[src/verilog/sisc_pkg.sv]
// Purpose: constants and carrier types of the standby (idle / stop) controller
// Assumes: 32-bit axi4-lite register slave, one clock
// Notes: byte offsets are word aligned
`default_nettype none
package sisc_pkg;
    localparam logic [7:0] SISC_OFF_MODE = 8'h00;
    localparam logic [7:0] SISC_OFF_CMD = 8'h04;
    localparam logic [7:0] SISC_OFF_CTRL = 8'h08;
    localparam logic [7:0] SISC_OFF_STAT = 8'h0c;
    localparam logic [7:0] SISC_OFF_CFG = 8'h10;
    localparam int SISC_NMI_MASK_BIT = 5;
    localparam int SISC_INT_MASK_BIT = 4;
    localparam int SISC_STB_BIT = 1;
    localparam int SISC_MODE_STOP_BIT = 0;
    localparam int SISC_CFG_OSC_BIT = 0;
    localparam int SISC_CFG_FILT_BIT = 1;
    localparam int SISC_CFG_TBCS_BIT = 2;
    localparam logic [7:0] SISC_CTRL_RST = 8'h00;
    localparam logic [7:0] SISC_CTRL_WMASK = 8'h32;
    localparam logic [1:0] SISC_RESP_OKAY = 2'b00;
    localparam logic [1:0] SISC_RESP_SLVERR = 2'b10;
    localparam int SISC_NUM_EXT = 11;
    localparam int SISC_STAB_SHORT = 16384;
    localparam int SISC_STAB_LONG = 32768;
    localparam int SISC_CNT_W = 20;

    typedef enum logic [1:0] {
        SISC_RUN,
        SISC_IDLE,
        SISC_STOP,
        SISC_STAB
    } sisc_state_t;

    typedef struct packed {
        logic nmi;
        logic [SISC_NUM_EXT-1:0] ext;
        logic nmi_in_service;
        logic lower_than_service;
        logic int_enabled;
    } sisc_wake_t;

    typedef struct packed {
        logic clk_gate_n;
        logic osc_run;
        logic hold_exec;
        logic accept_int;
        logic keep_pending;
        logic resume_next;
    } sisc_ctl_t;
endpackage : sisc_pkg
`default_nettype wire

[src/verilog/sisc_wake_qual.sv]
// Purpose: decides whether any wake source qualifies and whether the nmi is one of them
// Assumes: requests are levels synchronous to aclk
// Notes: pure combinational
`default_nettype none
module sisc_wake_qual
    import sisc_pkg::*;
(
    // requests
    input wire sisc_wake_t wake,
    // latched masks and options
    input wire logic nmi_mask,
    input wire logic int_mask,
    input wire logic filt_sel,
    // result
    output logic wake_any,
    output logic nmi_wake
);
    logic [SISC_NUM_EXT-1:0] ext_ok;
    always_comb begin
        ext_ok = wake.ext;
        // inputs 5..10 are the sampled-filter group
        if (filt_sel) begin
            ext_ok[SISC_NUM_EXT-1:5] = '0; // RL6
        end
    end
    assign nmi_wake = wake.nmi & ~nmi_mask; // RL5 RL7 RL22
    assign wake_any = nmi_wake | ((|ext_ok) & ~int_mask); // RL5 RL8
endmodule : sisc_wake_qual
`default_nettype wire

[src/verilog/sisc_controller.sv]
// Purpose: idle and software stop sequencing with register slave
// Assumes: axi4-lite master, requests synchronous to aclk
// Notes: reset pin is aresetn itself
//
// Implementation choices: the address map and the AXI4-Lite slave port.
`default_nettype none
// Summary of operation
// RL1 - idle: oscillator runs, system clocks gated
// RL2 - idle exit resumes at once
// RL3 - stores to control registers enter idle
// RL4 - idle holds state, serial slaves may run
// RL5 - wake by nmi, ext 0-4, 20-25, reset
// RL6 - filtered inputs 20-25 cannot wake
// RL7 - wake only if masks were 0
// RL8 - wake regardless of priority
// RL9 - nmi vectors; maskable vectors or continues
// RL10 - lower priority wake stays pending
// RL11 - higher priority wake is accepted
// RL12 - wake inside nmi handler stays pending
// RL13 - nmi wake uses ordinary nmi vector
// RL14 - reset in standby is ordinary reset
// RL15 - stop halts oscillator and all clocks
// RL16 - stores to control registers enter stop
// RL17 - stop exit waits for stabilization count
// RL18 - wait applies to resonator and external clock
// RL19 - stop retains state, serial slaves may run
// RL20 - standby flag set in standby, self clears
// RL21 - control write needs preceding command write
// RL22 - nmi mask bit 5, maskable mask bit 4
// RL23 - mode register selects idle or stop
module sisc_controller
    import sisc_pkg::*;
#(
    parameter int STAB_SHORT = SISC_STAB_SHORT,
    parameter int STAB_LONG = SISC_STAB_LONG
) (
    // clock and reset
    input wire logic aclk,
    input wire logic aresetn,
    input wire logic clk_en,
    // axi4-lite slave
    input wire logic [7:0] s_axi_awaddr,
    input wire logic s_axi_awvalid,
    output logic s_axi_awready,
    input wire logic [31:0] s_axi_wdata,
    input wire logic [3:0] s_axi_wstrb,
    input wire logic s_axi_wvalid,
    output logic s_axi_wready,
    output logic [1:0] s_axi_bresp,
    output logic s_axi_bvalid,
    input wire logic s_axi_bready,
    input wire logic [7:0] s_axi_araddr,
    input wire logic s_axi_arvalid,
    output logic s_axi_arready,
    output logic [31:0] s_axi_rdata,
    output logic [1:0] s_axi_rresp,
    output logic s_axi_rvalid,
    input wire logic s_axi_rready,
    // wake requests and core status
    input wire sisc_wake_t wake,
    // clock and core control
    output sisc_ctl_t ctl,
    output logic standby_active
);
    typedef struct packed {
        sisc_state_t st;
        logic [7:0] mode;
        logic [7:0] ctrl;
        logic [2:0] cfg;
        logic armed;
        logic nmi_m;
        logic int_m;
        logic filt;
        logic [SISC_CNT_W-1:0] cnt;
        logic aw_got;
        logic [7:0] aw_addr;
        logic w_got;
        logic [31:0] w_data;
        logic [3:0] w_strb;
        logic bvalid;
        logic [1:0] bresp;
        logic rvalid;
        logic [31:0] rdata;
        logic [1:0] rresp;
        sisc_ctl_t ctl;
    } sisc_regs_t;

    localparam logic [SISC_CNT_W-1:0] CNT_SHORT = SISC_CNT_W'(STAB_SHORT - 1);
    localparam logic [SISC_CNT_W-1:0] CNT_LONG = SISC_CNT_W'(STAB_LONG - 1);

    sisc_regs_t r_reg, r_next;
    logic wake_any, nmi_wake;
    logic wr_fire;
    logic rd_fire;
    logic [7:0] wbyte;

    sisc_wake_qual u_qual (
        .wake(wake),
        .nmi_mask(r_reg.nmi_m),
        .int_mask(r_reg.int_m),
        .filt_sel(r_reg.filt),
        .wake_any(wake_any),
        .nmi_wake(nmi_wake)
    );

    // a frozen slave must not complete handshakes that it cannot record
    assign s_axi_awready = clk_en & ~r_reg.aw_got & ~r_reg.bvalid;
    assign s_axi_wready = clk_en & ~r_reg.w_got & ~r_reg.bvalid;
    assign s_axi_arready = clk_en & ~r_reg.rvalid;
    assign s_axi_bvalid = clk_en & r_reg.bvalid;
    assign s_axi_bresp = r_reg.bresp;
    assign s_axi_rvalid = clk_en & r_reg.rvalid;
    assign s_axi_rdata = r_reg.rdata;
    assign s_axi_rresp = r_reg.rresp;
    assign ctl = r_reg.ctl;
    assign standby_active = r_reg.ctrl[SISC_STB_BIT];
    assign wr_fire = r_reg.aw_got & r_reg.w_got;
    assign rd_fire = s_axi_arvalid & s_axi_arready;
    assign wbyte = r_reg.w_strb[0] ? r_reg.w_data[7:0] : 8'h00;

    always_comb begin
        r_next = r_reg;
        // address and data taken in either order
        if (s_axi_awvalid && s_axi_awready) begin
            r_next.aw_got = 1'b1;
            r_next.aw_addr = s_axi_awaddr;
        end
        if (s_axi_wvalid && s_axi_wready) begin
            r_next.w_got = 1'b1;
            r_next.w_data = s_axi_wdata;
            r_next.w_strb = s_axi_wstrb;
        end
        if (r_reg.bvalid && s_axi_bready) begin
            r_next.bvalid = 1'b0;
        end
        if (r_reg.rvalid && s_axi_rready) begin
            r_next.rvalid = 1'b0;
        end
        if (wr_fire) begin
            r_next.aw_got = 1'b0;
            r_next.w_got = 1'b0;
            r_next.bvalid = 1'b1;
            r_next.bresp = SISC_RESP_OKAY;
            // every write other than a command write clears the unlock; reads leave it
            r_next.armed = 1'b0; // RL21
            case (r_reg.aw_addr)
                SISC_OFF_MODE: begin
                    if (r_reg.w_strb[0]) begin
                        r_next.mode = wbyte; // RL23
                    end
                end
                SISC_OFF_CMD: begin
                    r_next.armed = 1'b1; // RL21
                end
                SISC_OFF_CTRL: begin
                    // partial strobes still count as the guarded store when byte 0 is strobed
                    if (r_reg.armed && r_reg.w_strb[0]) begin
                        r_next.ctrl = wbyte & SISC_CTRL_WMASK; // RL21 RL22
                        if (wbyte[SISC_STB_BIT] && r_reg.st == SISC_RUN) begin
                            // masks are frozen at the moment of entry
                            r_next.nmi_m = wbyte[SISC_NMI_MASK_BIT]; // RL7
                            r_next.int_m = wbyte[SISC_INT_MASK_BIT]; // RL7
                            r_next.filt = r_reg.cfg[SISC_CFG_FILT_BIT];
                            if (r_reg.mode[SISC_MODE_STOP_BIT]) begin
                                r_next.st = SISC_STOP; // RL16 RL23
                            end else begin
                                r_next.st = SISC_IDLE; // RL3 RL23
                            end
                        end else begin
                            // only the sequencer may drop the flag while asleep
                            r_next.ctrl[SISC_STB_BIT] = r_reg.ctrl[SISC_STB_BIT]; // RL20
                        end
                    end
                end
                SISC_OFF_CFG: begin
                    if (r_reg.w_strb[0]) begin
                        r_next.cfg = wbyte[2:0];
                    end
                end
                SISC_OFF_STAT: begin
                    r_next.bresp = SISC_RESP_SLVERR;
                end
                default: begin
                    r_next.bresp = SISC_RESP_SLVERR;
                end
            endcase
        end
        if (rd_fire) begin
            r_next.rvalid = 1'b1;
            r_next.rresp = SISC_RESP_OKAY;
            r_next.rdata = 32'h0000_0000;
            case (s_axi_araddr)
                SISC_OFF_MODE: r_next.rdata[7:0] = r_reg.mode;
                SISC_OFF_CMD: r_next.rdata = 32'h0000_0000;
                SISC_OFF_CTRL: r_next.rdata[7:0] = r_reg.ctrl;
                SISC_OFF_STAT: r_next.rdata[1:0] = r_reg.st;
                SISC_OFF_CFG: r_next.rdata[2:0] = r_reg.cfg;
                default: r_next.rresp = SISC_RESP_SLVERR;
            endcase
        end
        // one-cycle handoff hints toward the core
        r_next.ctl.accept_int = 1'b0;
        r_next.ctl.keep_pending = 1'b0;
        r_next.ctl.resume_next = 1'b0;
        case (r_reg.st)
            SISC_RUN: begin
                r_next.ctl.clk_gate_n = 1'b1;
                r_next.ctl.osc_run = 1'b1;
                r_next.ctl.hold_exec = 1'b0;
                if (r_next.st == SISC_IDLE) begin
                    r_next.ctl.clk_gate_n = 1'b0; // RL1 RL4
                end else if (r_next.st == SISC_STOP) begin
                    r_next.ctl.clk_gate_n = 1'b0; // RL15 RL19
                    r_next.ctl.osc_run = 1'b0; // RL15
                end
            end
            SISC_IDLE: begin
                if (wake_any) begin
                    r_next.st = SISC_RUN;
                    r_next.ctl.clk_gate_n = 1'b1; // RL2
                    r_next.ctrl[SISC_STB_BIT] = 1'b0; // RL20
                    r_next = resolve(r_next, nmi_wake);
                end
            end
            SISC_STOP: begin
                if (wake_any) begin
                    r_next.st = SISC_STAB;
                    r_next.ctl.osc_run = 1'b1;
                    r_next.ctl.hold_exec = 1'b1; // RL17
                    // same wait for resonator and external clock
                    r_next.cnt = r_reg.cfg[SISC_CFG_TBCS_BIT] ? CNT_LONG : CNT_SHORT; // RL18
                    r_next.nmi_m = ~nmi_wake;
                end
            end
            SISC_STAB: begin
                if (r_reg.cnt == '0) begin
                    r_next.st = SISC_RUN;
                    r_next.ctl.clk_gate_n = 1'b1; // RL17
                    r_next.ctl.hold_exec = 1'b0;
                    r_next.ctrl[SISC_STB_BIT] = 1'b0; // RL20
                    r_next = resolve(r_next, ~r_reg.nmi_m);
                end else begin
                    r_next.cnt = r_reg.cnt - 1'b1;
                end
            end
            default: begin
                r_next.st = SISC_RUN;
            end
        endcase
    end

    // how the core treats the waking request
    function automatic sisc_regs_t resolve(input sisc_regs_t s, input logic by_nmi);
        sisc_regs_t o;
        o = s;
        if (wake.nmi_in_service) begin
            o.ctl.keep_pending = 1'b1; // RL12
        end else if (wake.lower_than_service) begin
            o.ctl.keep_pending = 1'b1; // RL10
        end else if (by_nmi) begin
            o.ctl.accept_int = 1'b1; // RL9 RL11 RL13
        end else if (wake.int_enabled) begin
            o.ctl.accept_int = 1'b1; // RL9 RL11
        end else begin
            o.ctl.resume_next = 1'b1; // RL9
        end
        return o;
    endfunction : resolve

    always_ff @(posedge aclk) begin
        if (!aresetn) begin
            r_reg <= '0; // RL14
            r_reg.st <= SISC_RUN;
            r_reg.ctrl <= SISC_CTRL_RST;
            r_reg.ctl.clk_gate_n <= 1'b1;
            r_reg.ctl.osc_run <= 1'b1;
        end else if (clk_en) begin
            r_reg <= r_next;
        end
    end
endmodule : sisc_controller
`default_nettype wire

[config.mk]
export PLATFORM = sky130hd
export DESIGN_NAME = sisc_controller
export DESIGN_NICKNAME = d
export VERILOG_FILES = /design/src/verilog/sisc_pkg.sv /design/src/verilog/sisc_wake_qual.sv /design/src/verilog/sisc_controller.sv
export SDC_FILE = /design/constraint.sdc
export NUM_CORES = 1
export LEC_CHECK = 0
export ABC_CLOCK_PERIOD_IN_PS = 4200
export CAP_MARGIN = 5
export CORE_MARGIN = 2
export CORE_UTILIZATION = 68
export DETAILED_ROUTE_END_ITERATION = 10
export DONT_BUFFER_PORTS = 1
export PLACE_DENSITY_LB_ADDON = 0.05
export SLEW_MARGIN = 20
export SYNTH_ARGS = -nofsm -noshare
export SYNTH_HDL_FRONTEND = slang
export SYNTH_SLANG_ARGS = --single-unit
[constraint.sdc]
create_clock -name aclk -period 4.2 [get_ports aclk]
set_input_delay 0.63 -clock aclk [delete_from_list [all_inputs] [get_ports aclk]]
set_output_delay 0.63 -clock aclk [all_outputs]
set_load 0.005 [all_outputs]
==> impl_results.md <==
* DRT iter0 DRCs at roughly 250
* Max reg flops at 60
* CP Capture Type: flip-flop
* Worst Setup EP: ctl[5]
* Routed len/inst at 16.65 um
* Clock buffer depth at 2
* Post-synth ARST share at 0
* Fin worst setup slack at roughly 1.5 ns
* Worst setup startpoint: r_reg[44]
* Compound-Gate Fraction of Synth Area at 0.2001
* Post-CTS setup buffers at 0
* Post-synth EDFFs at 0
* First-pass DRT Iterations at 5
* Hpwl dp at roughly 6.5 mm
* Worst-Margin Slew at 0.9046 ns
* Hold Path Depth at 1
* H-tree levels at 3
* Post-route ant nets at 0
* Worst path required time at 4.43 ns
* Worst-path clk slew at 0.08 ns
* R2r setup slk at between 1 and 1.5 ns
* Ports at 123
* Synthesized flop and latch total at 77
* Area leader, netlist: dfxtp_1
* Crit Path Class: flip-flop to flip-flop
* Mux share of post-synthesis cell area at 0.03609
* Worst min path class: input port to flip-flop
* Fillers at 495
* Worst vdd ir at 0.0003187 V
* Tcrit/Tclk final at 0.6443
* First-pass GRT wire length at 14.73 mm
* R2r startpoint: r_reg[44]
* Port bufs at 0
* TritonCTS clock tree: done
* Core area at 5816 sq um
* Worst skew pair latency at between 0.3 and 0.4 ns
* Worst Reg2Reg Path Length in Cells at 9
* Leakage dissipation at 0.001580 uW
* Placer Congestion at 0.8893
* CTS Hold Bufs at 0
* Post-synthesis simple-gate area fraction at 0.2558
* Cell total after placement at 530
* CTS Sinks at 77
* Tmin final at 2.706 ns
* Final Max Tran Viols at 0
* WL final at 9.074 mm
* Top cell type's share of synthesized area at 0.3833
* Std cell rows at 28
* Antenna diodes at 0
* Synth Flop Type: dfxtp_1
* Initial core utilization at 0.6915
* Commonest non-fill, non-tap cells in the layout: dfxtp_1 (77), nand2_1 (58), nor2_1 (45)
* Outcome: completed
* Final hold violations at 0
* Post-layout net count at 544
* Largest family of logic cells by synthesized area: simple AND/OR/NAND/NOR gates
* Area grow syn2layout at 0.5912%
* Via count at 3449
* Footprint of the multi-input gates at 2140 sq um
* Synthesis Warnings at 0
* Die Ht at 80.90 um
* Xor and xnor area share after synthesis at 0.006534
* Pre-CTS setup slack at 1.529 ns
* DRC Markers at 0
* PwrDens at around 350 nW/um^2
* Die ar. at between 6000 and 7000 sq um
* Vias per cell at 6.328
* Setup TNS at 0 ns
* Die W at roughly 80 um
* Initial antenna violation count at 0
* Crit-path max FO at 5
* Register area at between 1500 and 2000 sq um
* Most common cell after layout, fill and taps aside: dfxtp_1
* RSZ-0062 raised after global routing: false
* Cell count after synthesis at around 490
* CP arrival at approximately 3 ns
* Max-cap viol count at 0
* Synth Area per Inst at between 8 and 9 sq um
* CTS root buf: clkbuf_8
* Endpoints failing setup at 0
* Sequential share of the synthesized area at 0.3833
* Tot GR Track Use at 0.2872
* R2R Path End: ctl[5]
* Number of gates resized after CTS at 0
* Startpoint types: flip-flop
* Ratio of cells with drive above 1 in the final layout at 0.06596
* Clock skew at ~0.0086 ns
* Synth Area in Adders at 0.009334
* CTS buffer count at 9
* Vias in the first global route at 3094
* Total global routing overflow at 0
* Yosys cell types at 65
* Rel. slew slack at 0.3963
* Largest net degree at the start of global routing at 34
* Cells taking the most area after synthesis: dfxtp_1 (38%), buf_4 (7.8%), nand2_1 (5.4%)
* Maximum clock frequency at 369.5 MHz
* Post-Layout Cell Count at 545
* Post-synthesis cell area at approximately 4000 sq um
## cell families (layout without fill, tap and decap cells)
group / Yosys count / after routing
AOI/OAI and AO/OA: 125 / 125
xor gates and xnor gates: 3 / 3
adders and majority gates: 3 / 3
buffers and inverters: 73 / 26
DFF: 77 / 77
muxes: 14 / 14
other: 1 / 26
and+or+nand+nor: 196 / 196
## stage by stage
step           utilization  hold WS [ns]  area [sq um]  total power, uW
6_report            0.6956        0.3601          4045             1436
5_1_grt             0.6956        0.3726          4045             1491
4_1_cts             0.6956        0.3556          4045             1443
3_5_place_dp        0.6575        0.4465          3824            828.4
3_3_place_gp        0.6575        0.4408          3824            827.0
2_1_floorplan            -        0.4310          4115            838.9
## cell usage after synthesis (8+ instances only)
| cell | n |
|---|---|
| a31oi_1 | 10 |
| dfxtp_1 | 77 |
| a22oi_1 | 8 |
| or4_1 | 9 |
| nor3_1 | 8 |
| inv_1 | 9 |
| o31ai_1 | 10 |
| clkbuf_1 | 19 |
| a21oi_1 | 41 |
| o21ai_0 | 20 |
| mux2i_1 | 10 |
| nand2_1 | 58 |
| nor2_1 | 45 |
| nand3_1 | 18 |
| buf_4 | 42 |
## routing by layer
| layer | GRT usage | routed length [um] |
|---|---|---|
| met4 | 0.09322 | 111 |
| met2 | 0.4207 | 3894 |
| met1 | 0.4105 | 4247 |
| met5 | 0 | 0 |
| met3 | 0.07778 | 820 |
## how the worst min path moves through the flow
stage	start	end	slack [ns]
after floorplan	r_reg[87]	r_reg[87]	0.43
after global placement	r_reg[87]	r_reg[87]	0.44
after detailed placement	r_reg[86]	r_reg[86]	0.45
after CTS	aresetn	ctl[5]	0.36
after global routing	aresetn	ctl[5]	0.37
final	aresetn	ctl[5]	0.36
## where the power goes
| group | total, uW | switching [uW] | internal [uW] |
|---|---|---|---|
| clock network | 624 | 274 | 350 |
| logic | 61.4 | 43.6 | 17.7 |
| registers | 751 | 9.89 | 741 |
## critical path, cell delays in order, from the launching register on
cell and delay (ns):
dfxtp_1 0.39, or4b_1 0.50, or4_4 0.59, nor3_1 0.23, nor2_1 0.07, ha_1 0.33, nor2_1 0.11, a311oi_1 0.06
o21ai_0 0.21, nand3_1 0.09
## layout make-up
class                   instances  share of cell area
inverters                       9            0.008351
repair buffers                  2            0.003712
clock buffers                  10             0.03402
clock inverters                 5             0.02072
well taps                      75             0.02320
multi-input cells             367              0.5289
flip-flops and latches         77              0.3811
Note: power is estimated with default switching activity, not from simulation.
